==> config.mk <==
export PLATFORM = sky130hd
export DESIGN_NAME = bstap_top
export DESIGN_NICKNAME = d
export VERILOG_FILES = /design/src/verilog/bstap_pkg.sv /design/src/verilog/bstap_top.sv
export VERILOG_INCLUDE_DIRS = /design/src /design/src/verilog
export SDC_FILE = /design/constraint.sdc
export NUM_CORES = 1
export LEC_CHECK = 0
export BUFFER_PORTS_ARGS = -buffer_cell sky130_fd_sc_hd__buf_4
export CELL_PAD_IN_SITES_DETAIL_PLACEMENT = 1
export CELL_PAD_IN_SITES_GLOBAL_PLACEMENT = 1
export CORE_MARGIN = 2
export CORE_UTILIZATION = 40
export CTS_CLUSTER_DIAMETER = 80
export CTS_CLUSTER_SIZE = 28
export DETAILED_ROUTE_END_ITERATION = 6
export PLACE_DENSITY_LB_ADDON = 0.1
export SYNTH_ARGS = -nofsm -noshare
export SYNTH_HDL_FRONTEND = slang
export SYNTH_SLANG_ARGS = --single-unit
export TNS_END_PERCENT = 1
==> constraint.sdc <==
create_clock -name core_clk -period 3.45 [get_ports core_clk]
set_clock_uncertainty 0.2 [all_clocks]
set_input_delay 0.345 -clock core_clk [delete_from_list [all_inputs] [get_ports core_clk]]
set_output_delay 0.345 -clock core_clk [all_outputs]
set_load 0.005 [all_outputs]
==> src/verilog/bstap_map.svh <==
// offsets, codes, widths and reset values of the boundary-scan test port
//------------------------------------------------------------------------
// Summary of operation
// - four test inputs (clock, mode, data, optional reset) and one serial output
// - controller state changes only on a rising test clock edge or on test reset
// - mode select sampled at rising edge alone picks next of sixteen states
// - five rising edges with mode select high reach test-logic-reset
// - in test-logic-reset all test logic is inactive, buffer runs normally
// - controller enters its reset state at power-up unaided
// - test logic wins over the queue function for control of pins
// - run-test-idle acts only for instructions needing it, else idle
// - select-dr-scan branches to data path or select-ir-scan
// - select-ir-scan branches to instruction path or test-logic-reset
// - capture-ir loads fixed pattern whose two lowest bits are 01
// - shift-ir shifts captured pattern out and test data in each rise
// - exit1-ir branches to pause-ir or update-ir
// - pause-ir holds instruction shift stages unchanged
// - exit2-ir branches to shift-ir or update-ir
// - update-ir copies shifted instruction on falling edge; becomes current
// - capture-dr loads selected data register in parallel on rising edge
// - data path states mirror instruction path on selected data register
// - four-bit instruction: 0,1 boundary; 2 ident; 3 high-z bypass; f bypass
// - bypass stage loads zero in capture-dr
// - identification register: read-only 32 bits, version, part, maker
// - high-z instruction disables all outputs and selects bypass stage
//------------------------------------------------------------------------
`ifndef BSTAP_MAP_SVH
`define BSTAP_MAP_SVH

`define BSTAP_IR_W        4
`define BSTAP_IR_CAPTURE  4'h1
`define BSTAP_OP_EXTEST   4'h0
`define BSTAP_OP_SAMPLE   4'h1
`define BSTAP_OP_IDCODE   4'h2
`define BSTAP_OP_HIGHZ    4'h3
`define BSTAP_OP_BYPASS   4'hf
`define BSTAP_IR_RESET    4'h2
`define BSTAP_ID_W        32
`define BSTAP_N_IN        4
`define BSTAP_N_OUT       4
`define BSTAP_BSR_W       9
`define BSTAP_SYNC_W      8
`define BSTAP_TLR_ONES    3'h5

`endif

==> src/verilog/bstap_pkg.sv <==
// types shared by the boundary-scan test port
package bstap_pkg;

  typedef enum logic [3:0] {
    TLR, RTI, SEL_DR, CAP_DR, SHF_DR, EX1_DR, PAU_DR, EX2_DR, UPD_DR,
    SEL_IR, CAP_IR, SHF_IR, EX1_IR, PAU_IR, EX2_IR, UPD_IR
  } bstap_state_e;

  typedef enum logic [1:0] {
    SEL_BSR, SEL_IDC, SEL_BYP
  } bstap_dsel_e;

endpackage

==> src/verilog/bstap_top.sv <==
// boundary-scan test access port: controller, instruction and data registers
`timescale 1ns/100ps
`default_nettype none
`include "bstap_map.svh"

module bstap_top #(
  parameter logic [3:0]  ID_VERSION = 4'h0,    // arbitrary value
  parameter logic [15:0] ID_PART    = 16'h5a3c, // arbitrary value
  parameter logic [10:0] ID_MAKER   = 11'h2a5   // arbitrary value
) (
  input  wire logic                    core_clk,  // system clock, 100 MHz
  input  wire logic                    rst,       // async reset, high
  input  wire logic                    clk_en,    // freezes all state when low
  input  wire logic                    tck,       // test clock pin
  input  wire logic                    tms,       // test mode select pin
  input  wire logic                    tdi,       // test data in pin
  input  wire logic                    trst_n,    // optional test reset pin
  output logic                         tdo,       // test data out
  output logic                         tdo_oe_n,  // tdo enable, low drives
  input  wire logic [`BSTAP_N_IN-1:0]  pin_in,    // input pads
  output logic      [`BSTAP_N_IN-1:0]  core_in,   // pad values to the queue
  input  wire logic [`BSTAP_N_OUT-1:0] func_out,  // queue output values
  input  wire logic                    func_oe_n, // queue output enable, low
  output logic      [`BSTAP_N_OUT-1:0] pin_out,   // output pad values
  output logic                         pin_oe_n   // output pad enable, low
);

  //----------------------------------------------------------------------
  // pin synchronisers
  //----------------------------------------------------------------------
  logic [`BSTAP_SYNC_W-1:0] sync1_ff;
  logic [`BSTAP_SYNC_W-1:0] sync2_ff;
  logic                     tck_dly_ff;
  logic                     tck_s;
  logic                     tms_s;
  logic                     tdi_s;
  logic                     trst_n_s;
  logic [`BSTAP_N_IN-1:0]   pin_s;
  logic                     tck_rise;
  logic                     tck_fall;

  // tck sampled at 100 MHz; test clock must stay well below 50 MHz
  always_ff @(posedge core_clk or posedge rst) begin
    if (rst) begin
      sync1_ff <= {`BSTAP_SYNC_W{1'b0}};
      sync2_ff <= {`BSTAP_SYNC_W{1'b0}};
    end else if (clk_en) begin
      sync1_ff <= {trst_n, tdi, tms, tck, pin_in};
      sync2_ff <= sync1_ff;
    end
  end

  assign {trst_n_s, tdi_s, tms_s, tck_s, pin_s} = sync2_ff;

  always_ff @(posedge core_clk or posedge rst) begin
    if (rst) begin
      tck_dly_ff <= 1'b0;
    end else if (clk_en) begin
      tck_dly_ff <= tck_s;
    end
  end

  assign tck_rise = tck_s & ~tck_dly_ff;
  assign tck_fall = ~tck_s & tck_dly_ff;

  //----------------------------------------------------------------------
  // controller
  //----------------------------------------------------------------------
  bstap_pkg::bstap_state_e state_ff;
  bstap_pkg::bstap_state_e nxt_state;

  always_comb begin
    nxt_state = state_ff;
    unique case (state_ff)
      bstap_pkg::TLR:    nxt_state = tms_s ? bstap_pkg::TLR    : bstap_pkg::RTI;
      bstap_pkg::RTI:    nxt_state = tms_s ? bstap_pkg::SEL_DR : bstap_pkg::RTI;
      bstap_pkg::SEL_DR: nxt_state = tms_s ? bstap_pkg::SEL_IR : bstap_pkg::CAP_DR;
      bstap_pkg::CAP_DR: nxt_state = tms_s ? bstap_pkg::EX1_DR : bstap_pkg::SHF_DR;
      bstap_pkg::SHF_DR: nxt_state = tms_s ? bstap_pkg::EX1_DR : bstap_pkg::SHF_DR;
      bstap_pkg::EX1_DR: nxt_state = tms_s ? bstap_pkg::UPD_DR : bstap_pkg::PAU_DR;
      bstap_pkg::PAU_DR: nxt_state = tms_s ? bstap_pkg::EX2_DR : bstap_pkg::PAU_DR;
      bstap_pkg::EX2_DR: nxt_state = tms_s ? bstap_pkg::UPD_DR : bstap_pkg::SHF_DR;
      bstap_pkg::UPD_DR: nxt_state = tms_s ? bstap_pkg::SEL_DR : bstap_pkg::RTI;
      bstap_pkg::SEL_IR: nxt_state = tms_s ? bstap_pkg::TLR    : bstap_pkg::CAP_IR;
      bstap_pkg::CAP_IR: nxt_state = tms_s ? bstap_pkg::EX1_IR : bstap_pkg::SHF_IR;
      bstap_pkg::SHF_IR: nxt_state = tms_s ? bstap_pkg::EX1_IR : bstap_pkg::SHF_IR;
      bstap_pkg::EX1_IR: nxt_state = tms_s ? bstap_pkg::UPD_IR : bstap_pkg::PAU_IR;
      bstap_pkg::PAU_IR: nxt_state = tms_s ? bstap_pkg::EX2_IR : bstap_pkg::PAU_IR;
      bstap_pkg::EX2_IR: nxt_state = tms_s ? bstap_pkg::UPD_IR : bstap_pkg::SHF_IR;
      bstap_pkg::UPD_IR: nxt_state = tms_s ? bstap_pkg::SEL_DR : bstap_pkg::RTI;
    endcase
  end

  // the graph itself returns to reset after five tms-high edges; no counter
  always_ff @(posedge core_clk or posedge rst) begin
    if (rst) begin
      state_ff <= bstap_pkg::TLR;
    end else if (clk_en) begin
      if (!trst_n_s) begin
        state_ff <= bstap_pkg::TLR;
      end else if (tck_rise) begin
        state_ff <= nxt_state;
      end
    end
  end

  //----------------------------------------------------------------------
  // instruction register
  //----------------------------------------------------------------------
  logic [`BSTAP_IR_W-1:0] ir_sh_ff;
  logic [`BSTAP_IR_W-1:0] ir_cur_ff;

  always_ff @(posedge core_clk or posedge rst) begin
    if (rst) begin
      ir_sh_ff <= `BSTAP_IR_CAPTURE;
    end else if (clk_en && tck_rise) begin
      if (state_ff == bstap_pkg::CAP_IR) begin
        ir_sh_ff <= `BSTAP_IR_CAPTURE;
      end else if (state_ff == bstap_pkg::SHF_IR) begin
        ir_sh_ff <= {tdi_s, ir_sh_ff[`BSTAP_IR_W-1:1]};
      end
    end
  end

  // pause and exit states leave ir_sh_ff alone
  always_ff @(posedge core_clk or posedge rst) begin
    if (rst) begin
      ir_cur_ff <= `BSTAP_IR_RESET;
    end else if (clk_en) begin
      if (!trst_n_s || state_ff == bstap_pkg::TLR) begin
        ir_cur_ff <= `BSTAP_IR_RESET;
      end else if (tck_fall && state_ff == bstap_pkg::UPD_IR) begin
        ir_cur_ff <= ir_sh_ff;
      end
    end
  end

  //----------------------------------------------------------------------
  // instruction decode
  //----------------------------------------------------------------------
  function automatic bstap_pkg::bstap_dsel_e dr_select(input logic [`BSTAP_IR_W-1:0] op);
    unique case (op)
      `BSTAP_OP_EXTEST,
      `BSTAP_OP_SAMPLE: dr_select = bstap_pkg::SEL_BSR;
      `BSTAP_OP_IDCODE: dr_select = bstap_pkg::SEL_IDC;
      default:          dr_select = bstap_pkg::SEL_BYP; // unknown codes act as bypass
    endcase
  endfunction

  bstap_pkg::bstap_dsel_e dsel;
  logic                   op_extest;
  logic                   op_highz;

  assign dsel      = dr_select(ir_cur_ff);
  assign op_extest = (ir_cur_ff == `BSTAP_OP_EXTEST);
  assign op_highz  = (ir_cur_ff == `BSTAP_OP_HIGHZ);

  //----------------------------------------------------------------------
  // data registers
  //----------------------------------------------------------------------
  logic                    byp_ff;
  logic [`BSTAP_ID_W-1:0]  id_sh_ff;
  logic [`BSTAP_BSR_W-1:0] bsr_sh_ff;
  logic [`BSTAP_BSR_W-1:0] bsr_upd_ff;
  logic                    dr_cap;
  logic                    dr_shf;

  // no instruction here has a run-test-idle action, so idle does nothing
  assign dr_cap = clk_en & tck_rise & (state_ff == bstap_pkg::CAP_DR);
  assign dr_shf = clk_en & tck_rise & (state_ff == bstap_pkg::SHF_DR);

  always_ff @(posedge core_clk or posedge rst) begin
    if (rst) begin
      byp_ff <= 1'b0;
    end else if (dsel == bstap_pkg::SEL_BYP) begin
      if (dr_cap) begin
        byp_ff <= 1'b0;
      end else if (dr_shf) begin
        byp_ff <= tdi_s;
      end
    end
  end

  always_ff @(posedge core_clk or posedge rst) begin
    if (rst) begin
      id_sh_ff <= {`BSTAP_ID_W{1'b0}};
    end else if (dsel == bstap_pkg::SEL_IDC) begin
      if (dr_cap) begin
        id_sh_ff <= {ID_VERSION, ID_PART, ID_MAKER, 1'b1};
      end else if (dr_shf) begin
        id_sh_ff <= {tdi_s, id_sh_ff[`BSTAP_ID_W-1:1]};
      end
    end
  end

  // cell order: inputs low, outputs next, output enable at the top
  always_ff @(posedge core_clk or posedge rst) begin
    if (rst) begin
      bsr_sh_ff <= {`BSTAP_BSR_W{1'b0}};
    end else if (dsel == bstap_pkg::SEL_BSR) begin
      if (dr_cap) begin
        bsr_sh_ff <= {func_oe_n, func_out, pin_s};
      end else if (dr_shf) begin
        bsr_sh_ff <= {tdi_s, bsr_sh_ff[`BSTAP_BSR_W-1:1]};
      end
    end
  end

  // update stage only moves on the falling edge, so pads never see shifting
  always_ff @(posedge core_clk or posedge rst) begin
    if (rst) begin
      bsr_upd_ff <= {1'b1, {(`BSTAP_BSR_W-1){1'b0}}};
    end else if (clk_en && tck_fall && state_ff == bstap_pkg::UPD_DR
                 && dsel == bstap_pkg::SEL_BSR) begin
      bsr_upd_ff <= bsr_sh_ff;
    end
  end

  //----------------------------------------------------------------------
  // serial output
  //----------------------------------------------------------------------
  logic shift_st;
  logic nxt_tdo;

  assign shift_st = (state_ff == bstap_pkg::SHF_IR) || (state_ff == bstap_pkg::SHF_DR);

  always_comb begin
    nxt_tdo = byp_ff;
    if (state_ff == bstap_pkg::SHF_IR) begin
      nxt_tdo = ir_sh_ff[0];
    end else begin
      unique case (dsel)
        bstap_pkg::SEL_BSR: nxt_tdo = bsr_sh_ff[0];
        bstap_pkg::SEL_IDC: nxt_tdo = id_sh_ff[0];
        bstap_pkg::SEL_BYP: nxt_tdo = byp_ff;
      endcase
    end
  end

  always_ff @(posedge core_clk or posedge rst) begin
    if (rst) begin
      tdo      <= 1'b0;
      tdo_oe_n <= 1'b1;
    end else if (clk_en && tck_fall) begin
      tdo      <= nxt_tdo;
      tdo_oe_n <= ~shift_st;
    end
  end

  //----------------------------------------------------------------------
  // pad muxing
  //----------------------------------------------------------------------
  always_ff @(posedge core_clk or posedge rst) begin
    if (rst) begin
      pin_out  <= {`BSTAP_N_OUT{1'b0}};
      pin_oe_n <= 1'b1;
      core_in  <= {`BSTAP_N_IN{1'b0}};
    end else if (clk_en) begin
      core_in <= pin_s;
      if (op_highz) begin
        pin_out  <= func_out;
        pin_oe_n <= 1'b1;
      end else if (op_extest) begin
        pin_out  <= bsr_upd_ff[`BSTAP_BSR_W-2:`BSTAP_N_IN];
        pin_oe_n <= bsr_upd_ff[`BSTAP_BSR_W-1];
      end else begin
        pin_out  <= func_out;
        pin_oe_n <= func_oe_n;
      end
    end
  end

endmodule
`default_nettype wire

# Word-level counts from Yosys, hierarchy flattened
# Index checks and enable logic that the tools add are counted.
dict set report op_classes {
  n_eq_ne 21
  mux 32
  bitwise 8
  n_reduce_logical 24
}
# cell n
set ops {}
lappend ops {{$mux 32} 2}
lappend ops {{$mux 4} 12}
lappend ops {{$pmux 4 s12} 1}
lappend ops {{$eq 4x4->1 const B} 8}
lappend ops {{$mux 9} 2}
lappend ops {{$eq 4x2->1 const B} 4}
lappend ops {{$eq 4x3->1 const B} 4}
lappend ops {{$reduce_and 2->1} 6}
lappend ops {{$eq 4x1->1 const B} 2}
lappend ops {{$logic_not 4->1} 2}
lappend ops {{$mux 1} 8}
lappend ops {{$mux 2} 3}
lappend ops {{$mux 3} 2}
lappend ops {{$reduce_bool 2->1} 3}
lappend ops {{$reduce_or 2->1} 3}
lappend ops {{$and 1x1->1} 5}
lappend ops {{$logic_and 1x1->1} 5}
lappend ops {{$pmux 2 s2} 1}
lappend ops {{$not 1->1} 3}
lappend ops {{$pmux 1 s3} 1}
lappend ops {{$reduce_or 3->1} 1}
lappend ops {{$eq 2x1->1 const B} 1}
lappend ops {{$eq 2x2->1 const B} 1}
lappend ops {{$logic_not 2->1} 1}
lappend ops {{3 further kinds} 4}
dict set report word_totals {
  register_bits 91
  inputBits 16
  out_inout_bits 11
  word_cells 100
}

# Depth between registers and ports, before layout
dict set report depth {
  word_depth 6
  mapped_depth 8
  depth_no_buf 4
}

# Least setup slack after synthesis
# OpenSTA, ideal clock, no wires.
dict set report synth_path {
  path_type {reg2reg}
  startpoint {register ir_cur_ff[1]}
  endpoint {register id_sh_ff[16]}
  setup_time_ns 0.121
  t_arrival_ns 1.445
  required_ns 3.129
  setup_slack_ns 1.685
  path_stages_with_launch 7
  path_buffers 2
  period_less_slack_ns 1.765
  cell_sequence {dfstp_2 buf_2 nor4b_4 o211ai_4 buf_4 nor3_1 nor2_1}
}
dict set report synth_via {
  elab_chain_cells 5
  elab_cells_between_ends 7
}
# element line_no
set synth_rtl {}
lappend synth_rtl {{start: declaration} bstap_top.sv:111} ;# logic [`BSTAP_IR_W-1:0] ir_cur_ff;
lappend synth_rtl {{start signal: assignment} bstap_top.sv:128} ;# ir_cur_ff <= `BSTAP_IR_RESET;
lappend synth_rtl {{start signal: assignment} bstap_top.sv:131} ;# ir_cur_ff <= `BSTAP_IR_RESET;
lappend synth_rtl {{start signal: assignment} bstap_top.sv:133} ;# ir_cur_ff <= ir_sh_ff;
lappend synth_rtl {{$eq 4x1->1 / $logic_not 4->1 (equally long branches)} bstap_top.sv:142} ;# unique case (op)
lappend synth_rtl {{$reduce_or 2->1} bstap_top.sv:142}
lappend synth_rtl {{$pmux 2 s2 (*)} bstap_top.sv:142}
lappend synth_rtl {{$eq 2x1->1 (*)} bstap_top.sv:187} ;# end else if (dsel == bstap_pkg::SEL_IDC) begin
lappend synth_rtl {{$reduce_and 2->1 (no line) (*)} --}
lappend synth_rtl {{end signal: assignment} bstap_top.sv:186} ;# id_sh_ff <= {`BSTAP_ID_W{1'b0}};
lappend synth_rtl {{end signal: assignment} bstap_top.sv:189} ;# id_sh_ff <= {ID_VERSION, ID_PART, ID_MAKER, 1'b1};
lappend synth_rtl {{end signal: assignment} bstap_top.sv:191} ;# id_sh_ff <= {tdi_s, id_sh_ff[`BSTAP_ID_W-1:1]};
lappend synth_rtl {{end: declaration} bstap_top.sv:162} ;# logic [`BSTAP_ID_W-1:0] id_sh_ff;
# Mark *: on every way between the ends. The rest lies on a longest branch, timed or not.
# A chain may end at the register's enable or synchronous reset.

# Final worst setup path
dict set report layout_path {
  startpoint {register state_ff[0]}
  endpoint {register bsr_sh_ff[3]}
}
dict set report layout_via {
  elab_chain_cells 4
  elab_cells_between_ends 7
}
# element line_no
set layout_rtl {}
lappend layout_rtl {{start: declaration} bstap_top.sv:69} ;# bstap_pkg::bstap_state_e state_ff;
lappend layout_rtl {{start signal: assignment} bstap_top.sv:97} ;# state_ff <= bstap_pkg::TLR;
lappend layout_rtl {{start signal: assignment} bstap_top.sv:100} ;# state_ff <= bstap_pkg::TLR;
lappend layout_rtl {{start signal: assignment} bstap_top.sv:102} ;# state_ff <= nxt_state;
lappend layout_rtl {{$eq 4x2->1 / $eq 4x3->1 (equally long branches)} {bstap_top.sv:169, bstap_top.sv:170}}
lappend layout_rtl {{$and 1x1->1, on equally long branches} {bstap_top.sv:169, bstap_top.sv:170}}
lappend layout_rtl {{$reduce_bool 2->1 (no line)} --}
lappend layout_rtl {{$reduce_and 2->1 (no line)} --}
lappend layout_rtl {{end signal: assignment} bstap_top.sv:199} ;# bsr_sh_ff <= {`BSTAP_BSR_W{1'b0}};
lappend layout_rtl {{end signal: assignment} bstap_top.sv:202} ;# bsr_sh_ff <= {func_oe_n, func_out, pin_s};
lappend layout_rtl {{end signal: assignment} bstap_top.sv:204} ;# bsr_sh_ff <= {tdi_s, bsr_sh_ff[`BSTAP_BSR_W-1:1]};
lappend layout_rtl {{end: declaration} bstap_top.sv:163} ;# logic [`BSTAP_BSR_W-1:0] bsr_sh_ff;
# Several ways; a longest one is shown, not always the timed one.

==> run_results.csv <==
group,metric,value,unit
layout,drive_gt1_share,25.4,%
place,io_buffer_count,26,
worst_setup_path,cp.depth,4,
floorplanning,ios,27,
floorplanning,die-area,11100,um^2
drt,drtIter0Drc,78,
worst_setup_path,arrival,2480,ps
worst_setup_path,startpoint_type,"flop",
layout,fin_util,45.6,%
sta,fin_crit,2440,ps
drt,wl_per_cell,15.5,um
sta,slew_viol_final,0,
sta,rsz0062_at_grt,"no",
global_route,grt_remaining_overflow,0,
floorplanning,start_util,40.6,%
drt,vias_per_cell,5.14,
synthesis,syn_nets,400,
drt,drtAntennaViolNets,0,
drt,drt-total-wl,8.47,mm
drt,via_count,2804,
clock_tree,cts_tree,"yes",
global_route,grt_start_max_net_pins,50,
synthesis,ys_ff_latch,87,
layout,fillers,1094,
place,post-dp-hpwl,5.51,mm
worst_setup_path,cp_max_fo,22,
sta,fin_setup_tns,0,ps
synthesis,synth-edff-count,0,
worst_setup_path,critPathRequiredTime,3480,ps
worst_setup_path,path_buf_inv,0,
worst_setup_path,slowest_delay,820,ps
clock_tree,cts_buffers,9,
drt,drc,0,
worst_setup_path,critPathSlowestCell,"dfrtp_1",
pwr,p_leak,0.00214,uW
layout,synthToLayoutAreaGrowth,12.2,%
clock_tree,clockRootBuffer,"clkbuf_8",
global_route,grtUsageTotal,16.8,%
global_route,antenna_found_initial,0,
clock_tree,clkSlewWorstSetupHoldPaths,90,ps
global_route,first_global_vias,2943,
sta,worst_pin_slew,720,ps
synthesis,ys_seq_area_share,53.0,%
worst_hold_path,worstHoldPathType,"in2reg",
pwr,cellPowerDensity,495,nW/um^2
sta,period_share,70.8,%
worst_setup_path,crit_chain,"and3b_1 > nand2_2 > mux2i_1 > o21ai_1",
worst_setup_path,critPathCaptureType,"flop",
synthesis,synth_flop_cell,"dfrtp_1",
status,status,"finished, final reports clean",
layout,fin_cells,545,
synthesis,avgSynthCellArea,10.7,um^2
layout,nets,421,
sta,hold_viol_final,0,
place,globalplace.congestion,0.723,
flow_run,maxCapViolCount,0,
floorplanning,coreArea,10100,um^2
clock_tree,htree_num_levels,3,
clock_tree,cts.sink_count,87,
sta,slew_headroom,52.0,%
worst_setup_path,crit_family,"simple AND/OR/NAND/NOR gates",
synthesis,async_flop_share,100,%
clock_tree,insertion_delay,360,ps
clock_tree,clk_path_buf_depth,2,
synthesis,netlist_instances,384,
floorplanning,dieWidth,105,um
worst_hold_path,hold_depth,2,
synthesis,yosysWarnings,0,
pwr,ir_drop,0.000214,V
global_route,grt_first_pass_wirelength,14.9,mm
floorplanning,fp-row-count,37,
synthesis,ys_types,52,
place,dp.cells,523,
drt,drtPass1Iterations,4,
sta,fmax,409,MHz
floorplanning,dieHeight,105,um
layout,diodes,0,
synthesis,netlist_area,4120,um^2
worst_setup_path,r2r_cells,4,
worst_setup_path,critical_path_class,"reg2reg",
sta,setup_viol,0,
## per-layer routing
metal  track usage, %  vias up  share of wire [%]
li1                 -     1366                  -
met1             23.2     1405                 49
met2             26.3       20                 47
met3             3.46       13                2.2
met4             6.00        0                1.4
met5                0        -                  0
## cells in the final DEF (no fill, tap or decap), types with 4 or more instances in the layout
master	Yosys	routed
dfstp_2	5	5
a31oi_1	4	4
o21ai_0	4	4
nand2_1	52	52
nand3_1	22	22
nor2_2	10	10
mux2_2	19	19
nor2b_1	4	4
mux2i_1	13	13
nor3_1	6	6
nor3_2	12	12
buf_4	8	29
nor2_1	32	32
nand2b_1	4	4
a21oi_1	13	13
dlygate4sd3_1	0	7
inv_1	11	10
a22o_1	4	4
clkbuf_8	0	12
dfrtp_1	82	82
mux2_1	5	5
o21ai_1	16	16
## final cells by class
class | instances | area, um^2 | share of cell area (%)
multi-input cells | 259 | 1730 | 37.4
inverters | 11 | 42.5 | 0.921
flip-flops and latches | 87 | 2180 | 47.3
repair buffers | 37 | 308 | 6.66
clock buffers | 12 | 165 | 3.58
well taps | 136 | 170 | 3.68
clock inverters | 3 | 25.0 | 0.542
## registers in the layout (all words and copies together), names as in the netlist, 4 cells and up
name	flops
bsr_upd_ff	5
bsr_sh_ff	9
sync2_ff	8
sync1_ff	8
pin_out	4
ir_cur_ff	4
state_ff	4
ir_sh_ff	4
core_in	4
id_sh_ff	32
## synthesized netlist by cell type (5+ instances only)
cell	n	area (um^2)
a21oi_1	13	65.1
buf_2	10	50.1
buf_4	8	60.1
dfrtp_1	82	2050
dfstp_2	5	131
inv_1	11	41.3
mux2_1	5	56.3
mux2_2	19	214
mux2i_1	13	130
nand2_1	52	195
nand3_1	22	110
nor2_1	32	120
nor2_2	10	62.6
nor3_1	6	30.0
nor3_2	12	120
o21ai_1	16	80.1
## stage by stage
stage / instance area [um^2] / hold slack, ps / worst slack, ps / power, uW
after global placement: 4360 / 250 / 1100 / 1600
final: 4620 / 17.2 / 1010 / 2290
after CTS: 4620 / 0.779 / 1000 / 2330
after global routing: 4620 / 3.77 / 853 / 2420
after detailed placement: 4360 / 257 / 1000 / 1620
after floorplan: 4120 / 238 / 663 / 1500
## final timing paths
path                                   start      endpoint  slack (ps)
max in group asynchronous                rst  ir_cur_ff[1]        1900
worst min register to register  id_sh_ff[29]  id_sh_ff[29]         280
min in group asynchronous                rst   ir_sh_ff[1]         440
worst max-delay path             state_ff[0]  bsr_sh_ff[3]        1010
worst min-delay path               pin_in[3]   sync1_ff[3]          20
worst max register to register   state_ff[0]  bsr_sh_ff[3]        1010
## what timing repair did
| item | in CTS | in global routing |
|---|---|---|
| buffers inserted | 0 | 0 |
| hold buffers | 7 | 0 |
| endpoints found under the hold margin | 40 | 0 |
| resized for setup | 0 | 0 |
## kinds of logic (layout without fill, tap and decap cells)
kind of cell	Yosys count	count (layout)	synth area share, %
xor gates and xnor gates	2	2	0.426
muxes	37	37	9.73
buffers and inverters	38	63	5.05
DFF	87	87	53.0
AOI/OAI and AO/OA	62	62	10.8
and+or+nand+nor	158	158	21.0
## where the power goes
group / internal (uW) / total [uW] / switching [uW]
clock network: 321 / 695 / 374
registers: 1150 / 1260 / 116
logic: 172 / 331 / 159
(Power assumes the default switching activity.)
